[src/core/fpdc_map.svh]
// Functional notes
// - Ramp code bits 7..5; 000 immediate, 001..111 give 0.0625 s doubling to 4 s.
// - Step code bits 7..4 value n changes duty by 2n/240 per temperature step.
// - Frequency bit 7..5; bit 5 set gives 35 kHz, else 20/33/50/100 Hz.
// - Frequency-select register resets to 40h, selecting 33 Hz.
// - At 35 kHz the duty resolution coarsens to 4/240.
// - Polarity bit 4: 0 drives output low at full duty, 1 drives it high.
// - Start from standstill holds the output high for 2 s.
// - After the kick the duty moves to the computed value.
// - Spin-up inhibit bit 2 jumps straight to nominal duty, no kick, no ramp.
// - Source bits D5 D4 both zero select manual duty from written target.
// - Manual target above 240 is clipped to 240.
// - Manual mode ignores the maximum-duty limit.
// - Auto below start temperature gives zero or fan-start duty, chosen by D3.
// - Auto above start adds one increment per temperature step over threshold.
// - D5 remote, D4 local; both set takes the larger computed duty.
// - Instantaneous duty moves 2/240 toward target once per ramp interval.
// - Ramp applies in manual mode too unless the ramp code is zero.
`ifndef FPDC_MAP_SVH
`define FPDC_MAP_SVH

`define FPDC_CLK_HZ         100000000
`define FPDC_SLOTS          240
`define FPDC_FULL_DUTY      8'hF0
`define FPDC_SLOT_CYC(f)    (`FPDC_CLK_HZ / ((f) * `FPDC_SLOTS))
`define FPDC_RAMP_BASE_US   62500
`define FPDC_RAMP_BASE_CYC  (`FPDC_CLK_HZ / 1000000 * `FPDC_RAMP_BASE_US)
`define FPDC_SPIN_MS        2000
`define FPDC_SPIN_CYC       (`FPDC_CLK_HZ / 1000 * `FPDC_SPIN_MS)

// Register indices; byte address is four times the index
`define FPDC_IDX_CONFIG     5'h02
`define FPDC_IDX_START_DUTY 5'h07
`define FPDC_IDX_MAX_DUTY   5'h08
`define FPDC_IDX_TARGET     5'h09
`define FPDC_IDX_INST       5'h0A
`define FPDC_IDX_THR_REM    5'h0B
`define FPDC_IDX_THR_LOC    5'h0C
`define FPDC_IDX_FAN_CFG    5'h0D
`define FPDC_IDX_RAMP       5'h0E
`define FPDC_IDX_STEP       5'h0F
`define FPDC_IDX_FREQ       5'h10

`define FPDC_RST_CONFIG     8'h00
`define FPDC_RST_START_DUTY 8'h60
`define FPDC_RST_MAX_DUTY   8'hF0
`define FPDC_RST_TARGET     8'h00
`define FPDC_RST_THR        8'h00
`define FPDC_RST_FAN_CFG    8'h00
`define FPDC_RST_RAMP       8'hA0
`define FPDC_RST_STEP       8'h50
`define FPDC_RST_FREQ       8'h40

`define FPDC_BIT_INVERT     4
`define FPDC_BIT_MIN_DUTY   3
`define FPDC_BIT_SPIN_OFF   2
`define FPDC_BIT_HYST       7
`define FPDC_BIT_TSTEP      6
`define FPDC_BIT_REMOTE     5
`define FPDC_BIT_LOCAL      4
`define FPDC_BIT_FAST       5

`endif

[src/core/fpdc_pkg.sv]
package fpdc_pkg;

    typedef enum logic [1:0] {
        FPDC_RUN  = 2'b01,
        FPDC_KICK = 2'b10
    } fpdc_state_e;

    typedef struct packed {
        logic invert;
        logic minDuty;
        logic spinOff;
    } fpdc_cfg_s;

    typedef struct packed {
        logic [7:0] startDuty;
        logic [7:0] threshold;
        logic [3:0] stepCode;
        logic       tempStep2;
        logic       minDuty;
        logic [7:0] maxDuty;
    } fpdc_law_s;

endpackage : fpdc_pkg

[src/core/fpdc_top.sv]
// Our own choice: the Avalon-MM slave port.
`timescale 1ns/1ps
`default_nettype none
`include "fpdc_map.svh"

module fpdc_top #(
    parameter int unsigned RAMP_BASE_CYC = `FPDC_RAMP_BASE_CYC,
    parameter int unsigned SPIN_CYC      = `FPDC_SPIN_CYC,
    parameter int unsigned SLOT_20HZ     = `FPDC_SLOT_CYC(20),
    parameter int unsigned SLOT_33HZ     = `FPDC_SLOT_CYC(33),
    parameter int unsigned SLOT_50HZ     = `FPDC_SLOT_CYC(50),
    parameter int unsigned SLOT_100HZ    = SLOT_50HZ / 2
) (
    input  wire logic        ref_clk,
    input  wire logic        resetn,
    input  wire logic [6:0]  avsAddress,
    input  wire logic        avsRead,
    input  wire logic        avsWrite,
    input  wire logic [31:0] avsWritedata,
    output logic      [31:0] avsReaddata,
    output logic             avsWaitrequest,
    input  wire logic [7:0]  remoteTemp,
    input  wire logic [7:0]  localTemp,
    output logic             fanDriveOut
);

    // ------------------------------------------------------------
    // Register file
    // ------------------------------------------------------------
    logic [7:0] configReg;
    logic [7:0] startDuty;
    logic [7:0] maxDuty;
    logic [7:0] manualTarget;
    logic [7:0] thrRemote;
    logic [7:0] thrLocal;
    logic [7:0] fanCfg;
    logic [7:0] dutyRampRate;
    logic [7:0] dutyStepSize;
    logic [7:0] outputFrequencySelect;
    logic [7:0] instDuty;

    wire        busReq    = avsRead | avsWrite;
    wire        accept    = busReq & ~avsWaitrequest;
    wire        aligned   = (avsAddress[1:0] == 2'b00);
    wire [4:0]  regIdx    = avsAddress[6:2];
    wire        wrAccept  = accept & avsWrite & aligned;
    wire [7:0]  wrByte    = avsWritedata[7:0];

    fpdc_pkg::fpdc_cfg_s cfg;
    assign cfg = '{invert:  configReg[`FPDC_BIT_INVERT],
                   minDuty: configReg[`FPDC_BIT_MIN_DUTY],
                   spinOff: configReg[`FPDC_BIT_SPIN_OFF]};

    logic [7:0] targetEff;
    logic [7:0] readMux;

    always_comb begin
        readMux = 8'h00;
        if (aligned) begin
            case (regIdx)
                `FPDC_IDX_CONFIG:     readMux = configReg;
                `FPDC_IDX_START_DUTY: readMux = startDuty;
                `FPDC_IDX_MAX_DUTY:   readMux = maxDuty;
                `FPDC_IDX_TARGET:     readMux = targetEff;
                `FPDC_IDX_INST:       readMux = instDuty;
                `FPDC_IDX_THR_REM:    readMux = thrRemote;
                `FPDC_IDX_THR_LOC:    readMux = thrLocal;
                `FPDC_IDX_FAN_CFG:    readMux = fanCfg;
                `FPDC_IDX_RAMP:       readMux = dutyRampRate;
                `FPDC_IDX_STEP:       readMux = dutyStepSize;
                `FPDC_IDX_FREQ:       readMux = outputFrequencySelect;
                default:              readMux = 8'h00;
            endcase
        end
    end

    // One wait cycle per access; readdata is settled when waitrequest drops
    always_ff @(posedge ref_clk) begin
        if (!resetn) begin
            avsWaitrequest <= 1'b1;
            avsReaddata    <= 32'h0000_0000;
        end else begin
            avsWaitrequest <= ~(busReq & avsWaitrequest);
            if (busReq & avsWaitrequest) begin
                avsReaddata <= {24'h000000, readMux};
            end
        end
    end

    always_ff @(posedge ref_clk) begin
        if (!resetn) begin
            configReg             <= `FPDC_RST_CONFIG;
            startDuty             <= `FPDC_RST_START_DUTY;
            maxDuty               <= `FPDC_RST_MAX_DUTY;
            manualTarget          <= `FPDC_RST_TARGET;
            thrRemote             <= `FPDC_RST_THR;
            thrLocal              <= `FPDC_RST_THR;
            fanCfg                <= `FPDC_RST_FAN_CFG;
            dutyRampRate          <= `FPDC_RST_RAMP;
            dutyStepSize          <= `FPDC_RST_STEP;
            outputFrequencySelect <= `FPDC_RST_FREQ;
        end else if (wrAccept) begin
            case (regIdx)
                `FPDC_IDX_CONFIG:     configReg             <= wrByte;
                `FPDC_IDX_START_DUTY: startDuty             <= wrByte;
                `FPDC_IDX_MAX_DUTY:   maxDuty               <= wrByte;
                `FPDC_IDX_TARGET:     manualTarget          <= wrByte;
                `FPDC_IDX_THR_REM:    thrRemote             <= wrByte;
                `FPDC_IDX_THR_LOC:    thrLocal              <= wrByte;
                `FPDC_IDX_FAN_CFG:    fanCfg                <= wrByte;
                `FPDC_IDX_RAMP:       dutyRampRate          <= wrByte;
                `FPDC_IDX_STEP:       dutyStepSize          <= wrByte;
                `FPDC_IDX_FREQ:       outputFrequencySelect <= wrByte;
                default:              ;
            endcase
        end
    end

    // ------------------------------------------------------------
    // Duty law
    // ------------------------------------------------------------
    function automatic logic [7:0] clip240(input logic [13:0] v);
        clip240 = (v > 14'(`FPDC_FULL_DUTY)) ? `FPDC_FULL_DUTY : v[7:0];
    endfunction : clip240

    function automatic logic [7:0] autoDuty(input logic [7:0] temp,
                                            input fpdc_pkg::fpdc_law_s law);
        logic [7:0]  over;
        logic [7:0]  steps;
        logic [13:0] raw;
        logic [7:0]  limited;
        logic [7:0]  maxLim;
        over    = temp - law.threshold;
        steps   = law.tempStep2 ? {1'b0, over[7:1]} : over;
        raw     = 14'(law.startDuty) + 14'(steps) * 14'({law.stepCode, 1'b0});
        maxLim  = clip240(14'(law.maxDuty));
        if (temp < law.threshold) begin
            raw = law.minDuty ? 14'(law.startDuty) : 14'h0000;
        end
        limited = clip240(raw);
        if (limited > maxLim) begin
            limited = maxLim;
        end
        autoDuty = {limited[7:1], 1'b0};
    endfunction : autoDuty

    fpdc_pkg::fpdc_law_s lawRemote;
    fpdc_pkg::fpdc_law_s lawLocal;
    assign lawRemote = '{startDuty: startDuty, threshold: thrRemote,
                         stepCode: dutyStepSize[7:4], tempStep2: fanCfg[`FPDC_BIT_TSTEP],
                         minDuty: cfg.minDuty, maxDuty: maxDuty};
    assign lawLocal  = '{startDuty: startDuty, threshold: thrLocal,
                         stepCode: dutyStepSize[7:4], tempStep2: fanCfg[`FPDC_BIT_TSTEP],
                         minDuty: cfg.minDuty, maxDuty: maxDuty};

    wire [7:0]  dutyRemote = autoDuty(remoteTemp, lawRemote);
    wire [7:0]  dutyLocal  = autoDuty(localTemp, lawLocal);
    wire        useRemote  = fanCfg[`FPDC_BIT_REMOTE];
    wire        useLocal   = fanCfg[`FPDC_BIT_LOCAL];
    wire        manualMode = ~useRemote & ~useLocal;
    wire [7:0]  manualEff  = clip240(14'(manualTarget));
    wire [7:0]  bothEff    = (dutyRemote > dutyLocal) ? dutyRemote : dutyLocal;
    wire [7:0]  autoEff    = (useRemote & useLocal) ? bothEff :
                             (useRemote ? dutyRemote : dutyLocal);

    assign targetEff = manualMode ? manualEff : autoEff;

    // ------------------------------------------------------------
    // Ramp interval timing
    // ------------------------------------------------------------
    logic [31:0] baseCnt;
    logic [6:0]  rampCnt;

    wire [2:0]  rampCode   = dutyRampRate[7:5];
    wire        baseTick   = (baseCnt >= RAMP_BASE_CYC - 1);
    wire [6:0]  rampLen    = 7'h01 << (rampCode - 3'h1);
    wire        rampDue    = baseTick & (rampCnt >= rampLen - 7'h01);

    always_ff @(posedge ref_clk) begin
        if (!resetn) begin
            baseCnt <= 32'h0000_0000;
        end else begin
            baseCnt <= baseTick ? 32'h0000_0000 : baseCnt + 32'h0000_0001;
        end
    end

    always_ff @(posedge ref_clk) begin
        if (!resetn) begin
            rampCnt <= 7'h00;
        end else if (baseTick) begin
            rampCnt <= rampDue ? 7'h00 : rampCnt + 7'h01;
        end
    end

    // ------------------------------------------------------------
    // Instantaneous duty and spin-up kick
    // ------------------------------------------------------------
    fpdc_pkg::fpdc_state_e state;
    logic [31:0]           spinCnt;

    wire        startReq   = (instDuty == 8'h00) & (targetEff != 8'h00);
    wire        spinDone   = (spinCnt >= SPIN_CYC - 1);
    wire [7:0]  stepUp     = ((targetEff - instDuty) < 8'h02) ? targetEff : instDuty + 8'h02;
    wire [7:0]  stepDown   = ((instDuty - targetEff) < 8'h02) ? targetEff : instDuty - 8'h02;
    wire [7:0]  rampNext   = (targetEff > instDuty) ? stepUp : stepDown;

    always_ff @(posedge ref_clk) begin
        if (!resetn) begin
            spinCnt <= 32'h0000_0000;
        end else begin
            spinCnt <= (state == fpdc_pkg::FPDC_KICK) ? spinCnt + 32'h0000_0001
                                                      : 32'h0000_0000;
        end
    end

    always_ff @(posedge ref_clk) begin
        if (!resetn) begin
            state    <= fpdc_pkg::FPDC_RUN;
            instDuty <= 8'h00;
        end else begin
            case (state)
                fpdc_pkg::FPDC_RUN: begin
                    if (startReq & cfg.spinOff) begin
                        instDuty <= targetEff;
                    end else if (startReq) begin
                        state <= fpdc_pkg::FPDC_KICK;
                    end else if (rampCode == 3'b000) begin
                        instDuty <= targetEff;
                    end else if (rampDue) begin
                        instDuty <= rampNext;
                    end
                end
                fpdc_pkg::FPDC_KICK: begin
                    if (targetEff == 8'h00) begin
                        state <= fpdc_pkg::FPDC_RUN;
                    end else if (spinDone) begin
                        instDuty <= targetEff;
                        state    <= fpdc_pkg::FPDC_RUN;
                    end
                end
                default: begin
                    state <= fpdc_pkg::FPDC_RUN;
                end
            endcase
        end
    end

    // ------------------------------------------------------------
    // Output period and drive
    // ------------------------------------------------------------
    wire        fastMode  = outputFrequencySelect[`FPDC_BIT_FAST];
    wire [1:0]  freqSel   = outputFrequencySelect[7:6];
    wire [15:0] slowSlot  = (freqSel == 2'b00) ? 16'(SLOT_20HZ) :
                            (freqSel == 2'b01) ? 16'(SLOT_33HZ) :
                            (freqSel == 2'b10) ? 16'(SLOT_50HZ) : 16'(SLOT_100HZ);
    wire [15:0] slotCyc   = fastMode ? 16'(`FPDC_SLOT_CYC(35000)) : slowSlot;
    wire [7:0]  pwmDuty   = fastMode ? {instDuty[7:2], 2'b00} : instDuty;
    logic       slotActive;

    fpdc_slot_pwm u_slot_pwm (
        .ref_clk    (ref_clk),
        .resetn     (resetn),
        .slotCycles (slotCyc),
        .duty       (pwmDuty),
        .slotActive (slotActive)
    );

    wire        activeLvl = slotActive ? cfg.invert : ~cfg.invert;

    // Kick is a true high, whatever the polarity
    always_ff @(posedge ref_clk) begin
        if (!resetn) begin
            fanDriveOut <= 1'b1;
        end else begin
            fanDriveOut <= (state == fpdc_pkg::FPDC_KICK) ? 1'b1 : activeLvl;
        end
    end

endmodule : fpdc_top

`default_nettype wire

[src/core/fpdc_slot_pwm.sv]
`timescale 1ns/1ps
`default_nettype none
`include "fpdc_map.svh"

module fpdc_slot_pwm (
    input  wire logic        ref_clk,
    input  wire logic        resetn,
    input  wire logic [15:0] slotCycles,
    input  wire logic [7:0]  duty,
    output logic             slotActive
);

    logic [15:0] divCnt;
    logic [7:0]  slot;
    logic [7:0]  dutyLatched;

    wire         slotTick = (divCnt >= slotCycles - 16'h0001);
    wire         lastSlot = (slot == 8'(`FPDC_SLOTS - 1));

    always_ff @(posedge ref_clk) begin
        if (!resetn) begin
            divCnt <= 16'h0000;
        end else begin
            divCnt <= slotTick ? 16'h0000 : divCnt + 16'h0001;
        end
    end

    // Duty taken only at period start so a change never splits a period
    always_ff @(posedge ref_clk) begin
        if (!resetn) begin
            slot        <= 8'h00;
            dutyLatched <= 8'h00;
        end else if (slotTick) begin
            slot <= lastSlot ? 8'h00 : slot + 8'h01;
            if (lastSlot) begin
                dutyLatched <= duty;
            end
        end
    end

    always_ff @(posedge ref_clk) begin
        if (!resetn) begin
            slotActive <= 1'b0;
        end else begin
            slotActive <= (slot < dutyLatched);
        end
    end

endmodule : fpdc_slot_pwm

`default_nettype wire

[config.mk]
export PLATFORM = sky130hd
export DESIGN_NAME = fpdc_top
export DESIGN_NICKNAME = d
export VERILOG_FILES = /design/src/core/fpdc_pkg.sv /design/src/core/fpdc_top.sv /design/src/core/fpdc_slot_pwm.sv
export VERILOG_INCLUDE_DIRS = /design/src /design/src/core
export SDC_FILE = /design/constraint.sdc
export NUM_CORES = 1
export LEC_CHECK = 0
export BUFFER_PORTS_ARGS = -buffer_cell sky130_fd_sc_hd__buf_4
export CAP_MARGIN = 20
export CORE_MARGIN = 4
export CORE_UTILIZATION = 30
export DETAILED_ROUTE_END_ITERATION = 6
export GPL_ROUTABILITY_DRIVEN = 0
export PLACE_DENSITY = 0.52
export SYNTH_ARGS = -nofsm -noshare
export SYNTH_HDL_FRONTEND = slang
export SYNTH_HIERARCHICAL = 1
export SYNTH_SLANG_ARGS = --single-unit
[constraint.sdc]
create_clock -name ref_clk -period 17.05 [get_ports ref_clk]
set_clock_uncertainty 0.15 [all_clocks]
set_input_delay 3.41 -clock ref_clk [delete_from_list [all_inputs] [get_ports ref_clk]]
set_output_delay 3.41 -clock ref_clk [all_outputs]
set_load 0.02 [all_outputs]
## Yosys cells after proc, flatten, opt, wreduce, memory -nomap -nowiden

Index checks and enable logic that the tools add are counted.

| storage, ports and cells | value |
|---|---|
| register bits after elaboration | 204 |
| input port bits | 59 |
| output and inout port bits | 34 |

| operators by class | value |
|---|---|
| add/sub/neg operators | 16 |
| $mul | 2 |
| order comparisons | 17 |
| eq/ne operators | 23 |
| shift-type cells | 1 |
| muxes and demuxes | 40 |
| bitwise gates (word level) | 16 |
| reductions and logical operators | 24 |

Operators by type and width:

| cell | count |
|---|---|
| two-way mux 8 bit | 24 |
| case mux 8 bit (11 select lines) | 1 |
| adder 32 x 1 -> 32 bit, second input constant | 2 |
| two-way mux 14 bit | 4 |
| == test 5 x 4 -> 1 bit, second input constant | 8 |
| >= comparator 32 x 23 -> 1 bit, second input constant | 1 |
| >= comparator 32 x 28 -> 1 bit, second input constant | 1 |
| > comparator 8 bit | 4 |
| subtractor 8 bit | 4 |
| two-way mux 15 bit | 2 |
| adder 8 x 13 -> 14 bit | 2 |
| > comparator 14 x 8 -> 1 bit, second input constant | 2 |
| < comparator 8 bit | 3 |
| multiplier 8 x 4 -> 12 bit | 2 |
| AND reduction 2 bit | 12 |
| adder 16 x 1 -> 16 bit, second input constant | 1 |
| >= comparator 16 bit | 1 |
| > comparator 8 bit, second input constant | 2 |
| logical NOT 8 bit | 2 |
| < comparator 8 x 2 -> 1 bit, second input constant | 2 |
| case mux 8 bit (2 select lines) | 1 |
| subtractor 15 x 1 -> 16 bit, second input constant | 1 |
| two-way mux 2 bit | 5 |
| AND 1 bit | 9 |
| other kinds (30) | 43 |

## Longest topological paths before layout

| logic depth | value |
|---|---|
| depth after elaboration | 22 |
| gate-level depth with buffers | 67 |

## Cells and area by module

The synthesis kept the hierarchy.

By module, submodules not included:

| module | times used | cells each | area an instance (µm²) | seq. area each (µm²) |
|---|---|---|---|---|
| fpdc_top | 1 | 1723 | 13539.2 | 3423.3 |
| fpdc_slot_pwm | 1 | 258 | 2258.4 | 660.6 |

## Worst setup path after synthesis

Ideal clock, no wire load.

| timing | value |
|---|---|
| kind | input to register |
| from | in localTemp[0] |
| to | reg instDuty[1] |
| arrival | 14.258 ns |
| slack | 2.522 ns |
| cell stages on the path | 52 |
| path buffers | 2 |
| cell sequence | inv_1 > ha_1 > fa_1 > xor2_1 > nor2_1 > a21oi_1 > nand2b_1 > fa_1 > fa_1 > inv_1 > fa_1 > xor2_1 > ha_1 > and3_1 > a221oi_2 > or2_2 > mux2i_1 > nor4b_4 > [16 not listed] > a211oi_1 > a31oi_1 > a22o_1 > a21o_1 > fa_1 > a21o_1 > a21oi_1 > o21bai_1 > a21oi_1 > nor2b_1 > o21a_1 > o22a_1 > a41oi_1 > o21ai_0 > or2_1 > buf_6 > and3_4 > o31a_1 |

| on the way | value |
|---|---|
| longest elaborated chain between the ends | 22 |
| elaborated cells on any way between the ends | 38 |

Ends and longest elaborated chain:

| item | RTL line | text |
|---|---|---|
| from (decl) | fpdc_top.sv:23 | `input wire logic [7:0] localTemp,` |
| subtractor 8 bit | fpdc_top.sv:133 | `over = temp - law.threshold;` |
| two-way mux 8 bit | fpdc_top.sv:134 | `steps = law.tempStep2 ? {1'b0, over[7:1]} : over;` |
| multiplier 8 x 4 -> 12 bit | fpdc_top.sv:135 | `raw = 14'(law.startDuty) + 14'(steps) * 14'({law.stepCode, 1'b0});` |
| adder 8 x 13 -> 14 bit | fpdc_top.sv:135 |  |
| two-way mux 14 bit * | fpdc_top.sv:137 | `if (temp < law.threshold) begin` |
| > comparator 14 x 8 -> 1 bit | fpdc_top.sv:123 | `` clip240 = (v > 14'(`FPDC_FULL_DUTY)) ? `FPDC_FULL_DUTY : v[7:0]; `` |
| two-way mux 8 bit * | fpdc_top.sv:123 |  |
| > comparator 8 bit | fpdc_top.sv:141 | `if (limited > maxLim) begin` |
| [6 not listed] | n/a |  |
| < comparator 8 x 2 -> 1 bit, on equally long branches | fpdc_top.sv:204, fpdc_top.sv:203 |  |
| two-way mux 8 bit, on equally long branches | fpdc_top.sv:204, fpdc_top.sv:203 |  |
| two-way mux 8 bit | fpdc_top.sv:205 | `wire [7:0] rampNext = (targetEff > instDuty) ? stepUp : stepDown;` |
| two-way mux 8 bit | fpdc_top.sv:229 | `end else if (rampDue) begin` |
| two-way mux 8 bit | fpdc_top.sv:227 | `end else if (rampCode == 3'b000) begin` |
| two-way mux 8 bit | fpdc_top.sv:225 | `end else if (startReq) begin` |
| two-way mux 8 bit | fpdc_top.sv:223 | `if (startReq & cfg.spinOff) begin` |
| case mux 8 bit (2 select lines) | fpdc_top.sv:221 | `case (state)` |
| to (signal assigned) | fpdc_top.sv:224 | `instDuty <= targetEff;` |
| to (signal assigned) | fpdc_top.sv:228 | `instDuty <= targetEff;` |
| to (signal assigned) | fpdc_top.sv:230 | `instDuty <= rampNext;` |
| to (decl) | fpdc_top.sv:40 | `logic [7:0] instDuty;` |

Every way passes the cells marked *; elsewhere a longest branch is shown, timed or not. The select of a mux whose other input is x is not followed.
A chain may end at the register's enable or synchronous reset.

## Worst setup path in the final report

| timing | value |
|---|---|
| from | in remoteTemp[0] |
| to | reg instDuty[1] |

| on the way | value |
|---|---|
| longest elaborated chain between the ends | 22 |
| elaborated cells on any way between the ends | 38 |

Ends and longest elaborated chain:

| item | RTL line | text |
|---|---|---|
| from (decl) | fpdc_top.sv:22 | `input wire logic [7:0] remoteTemp,` |
| subtractor 8 bit | fpdc_top.sv:133 |  |
| two-way mux 8 bit | fpdc_top.sv:134 |  |
| multiplier 8 x 4 -> 12 bit | fpdc_top.sv:135 |  |
| adder 8 x 13 -> 14 bit | fpdc_top.sv:135 |  |
| two-way mux 14 bit * | fpdc_top.sv:137 |  |
| > comparator 14 x 8 -> 1 bit | fpdc_top.sv:123 |  |
| two-way mux 8 bit * | fpdc_top.sv:123 |  |
| > comparator 8 bit | fpdc_top.sv:141 |  |
| [6 not listed] | n/a |  |
| < comparator 8 x 2 -> 1 bit, on equally long branches | fpdc_top.sv:204, fpdc_top.sv:203 |  |
| two-way mux 8 bit, on equally long branches | fpdc_top.sv:204, fpdc_top.sv:203 |  |
| two-way mux 8 bit | fpdc_top.sv:205 |  |
| two-way mux 8 bit | fpdc_top.sv:229 |  |
| two-way mux 8 bit | fpdc_top.sv:227 |  |
| two-way mux 8 bit | fpdc_top.sv:225 |  |
| two-way mux 8 bit | fpdc_top.sv:223 |  |
| case mux 8 bit (2 select lines) | fpdc_top.sv:221 |  |

Marked as above.

==> out/results.tsv <==
metric	value	unit
Clock Power Share	0.401	
final number of hold-violating endpoints	0	
total of buffers placed on input and output ports	44	
largest stage delay on the critical path	0.53	ns
core area	0.05172	mm2
share of Yosys cell area claimed by the top area cell type	0.2585	
Post-synth EDFFs	0	
CP max stage cell	fa_1	
row count	83	
Die Width	237.5	um
final number of max-transition violations	0	
post-synthesis cell type count	103	
count of yosys warnings during synthesis	6	
Via Count	13940	
classification of the worst-slack hold path	register to register	
vias in the first global route	13540	
kind of end point of the critical path	register	
total buffers and inverters traversed by the critical path	5	
clock slew seen by the registers of the worst setup and hold paths	0.06	ns
non-filler instance count after layout	2700	
final-layout setup total negative slack	0	ns
crit share post-route	0.9303	
share of power burned in registers	0.362	
Netlist Area Pre-Place	0.01580	mm2
ys flop type	dfxtp_1	
total CTS buffers	24	
Max-slew headroom	0.3279	
data arrival time at the worst-slack endpoint	16.13	ns
pin count of the biggest net entering global routing	68	
setup repair after global routing missed its margin	false	
grt ovf	0	
quantity of hold-fixing buffers added after cts	0	
count of endpoints failing setup in the final report	0	
Max clock buf depth	3	
internal power component	933.0	uW
starting density of the core	0.3055	
slew at the pin closest to its max-slew limit	1.006	ns
worst supply voltage drop on vdd	0.05509	mV
Clock Sink Count	204	
placed cells	2656	
worst reg2reg setup slack	3.78	ns
flop and latch count out of synthesis	204	
cell chosen for the clock root	clkbuf_16	
top flop regs	baseCnt (32), spinCnt (32), u_slot_pwm/divCnt (16)	
Total Die Area	0.05639	mm2
number of top-level pins	93	
die boundary height	237.5	um
fraction of layout cells with a size suffix above 1	0.07429	
share of synthesized flip-flops with an asynchronous set or reset	0	
Clock Latency Late Sink	0.53	ns
Routed Antenna Nets	0	
highest achievable clock rate	63.04	MHz
total number of nets in the final design	2232	
final HPWL from detailed placement	33070	um
PostCTS Resize Cnt	0	
average cell area after synthesis	7.975	um2
Post-Synthesis Cells	1981	
post-detailed-routing wire length	43680	um
Worst Setup Start Kind	input port	
register area share after synthesis	0.2585	
area growth from synthesis to layout	11.31	%
most frequent cell after synthesis	nand2_1	
count of maximum capacitance violations	0	
dominant delay contributor by cell family on the critical path	compound AO/OA/AOI/OAI gates	
kind of critical path	input port to register	
drt first pass iters	5	
final critical delay including setup and external delays	15.86	ns
top cells by area in the synthesized netlist	dfxtp_1 26%, ha_1 11%, nand2_1 5.8%, nor2_1 4.9%, xor2_1 4.0%	
switching share of power	0.2996	
library cell with the largest summed area after synthesis	dfxtp_1	
global-route usage over all layers	0.1498	
pwr/cell area	75.75	mW/mm2
most frequent CP cell	nor2_1	
first-pass GRT wire length	70840	um
number of antenna violations at the first check in global routing	0	
outcome	completed	
highest net fanout along the worst path	11	
number of violations reported at the end of detailed-routing iteration 0	874	
clock tree from TritonCTS	done	
Leakage	7.012	nW
pre-CTS setup slack	0.7833	ns
wire per inst	16.18	um
sw power	399.1	uW
data required time at the worst endpoint	17.31	ns
Comb pwr share	0.237	
ratio of routed vias to standard cells	5.163	
maximum level of the CTS H-tree	1	
final core occ	0.3400	
drt drc	0	
most frequent cells after synthesis	242 x nand2_1, 206 x nor2_1, 204 x dfxtp_1, 141 x ha_1, 118 x inv_1	
smallest hold slack	0.3010	ns
Post-CTS Setup Bufs	0	
setup ws final	1.188	ns
[final cells by class]
cell class / instances / area, um2
Timing Repair Buffer: 58 / 435.4
Antenna cell: 1 / 2.502
Multi-Input combinational cell: 1596 / 10940
Fill cell: 5416 / 34130
Tap cell: 680 / 850.8
Inverter: 118 / 442.9
Clock buffer: 34 / 699.4
Clock inverter: 9 / 126.4
Sequential cell: 204 / 4084
[worst register-to-register path: cells and delay by family, from the launching register on]
kind	cells	cell delay, ns
and+or+nand+nor	14	3.20
adders and majority gates	8	3.14
DFF	1	0.50
buffers and inverters	2	0.15
muxes	1	0.09
xor gates and xnor gates	2	0.35
AOI/OAI and AO/OA	24	5.56
[cell usage in the layout, fill, tap and decap left out, types with 6 or more instances in the layout]
master     synthesis  routed
inv_1            118     117
dfxtp_1          204     204
a31oi_1           27      27
o31ai_1            7       7
ha_1             141     141
o21ai_0           51      51
nand2b_1          23      23
or2_2              7       7
mux2i_1           42      42
a22oi_1           19      19
a21oi_1          113     113
nor2_1           206     206
a21boi_0          17      17
a211oi_1          15      15
nor3_1            24      23
o211ai_1          13      13
o22ai_1            6       6
fa_1              30      30
conb_1             1      44
and2_1            37      37
clkbuf_16          0      25
or3_1             14      14
nor4_1            15      15
nor2b_1           51      51
and3_1            27      27
xor2_1            72      72
nand3_1           76      76
o21bai_1           8       8
a221oi_1          22      22
buf_4             25      58
nand2_1          242     242
nand4_1           23      23
a22o_1            10      10
a21o_1            27      27
o21a_1             8       8
xnor2_1           55      55
[kinds of logic after synthesis]
kind of cell / share of synthesized area
fa+ha+maj: 0.1497
flops: 0.2585
simple gates: 0.2458
other cells: 0.0002374
buf+inv: 0.06011
xor+xnor: 0.07041
compound gates: 0.1855
mux: 0.02970
[power by group through the flow]
| stage | registers (mW) | logic [mW] | clock network (mW) |
|---|---|---|---|
| after global placement | 0.492 | 0.307 | 0 |
| after floorplan | 0.492 | 0.244 | 0 |
| final | 0.482 | 0.316 | 0.535 |
| after global routing | 0.482 | 0.352 | 0.568 |
| after detailed placement | 0.492 | 0.312 | 0 |
| after CTS | 0.482 | 0.315 | 0.549 |
[layer usage]
layer  GRT usage  wire, um
met4     0.04954      1382
met5           0         0
met1      0.1985     19750
met2      0.2556     20600
met3     0.01613      1944
[metrics by stage]
| step | power [mW] | instance area [um2] |
|---|---|---|
| global route | 1.402 | 17580 |
| finish | 1.332 | 17580 |
| detailed placement | 0.8048 | 16760 |
| CTS | 1.345 | 17580 |
| global placement | 0.7990 | 16760 |
| floorplan | 0.7361 | 15960 |
[worst paths after layout]
| path | startpoint | end | depth (start not counted) |
|---|---|---|---|
| setup / recovery | remoteTemp[0] | instDuty[1] | 61 |
| hold / removal | baseCnt[0] | baseCnt[0] | 1 |
| setup reg to reg | thrLocal[1] | instDuty[1] | 51 |
| hold reg to reg | baseCnt[0] | baseCnt[0] | 1 |
(Power assumes the default switching activity.)
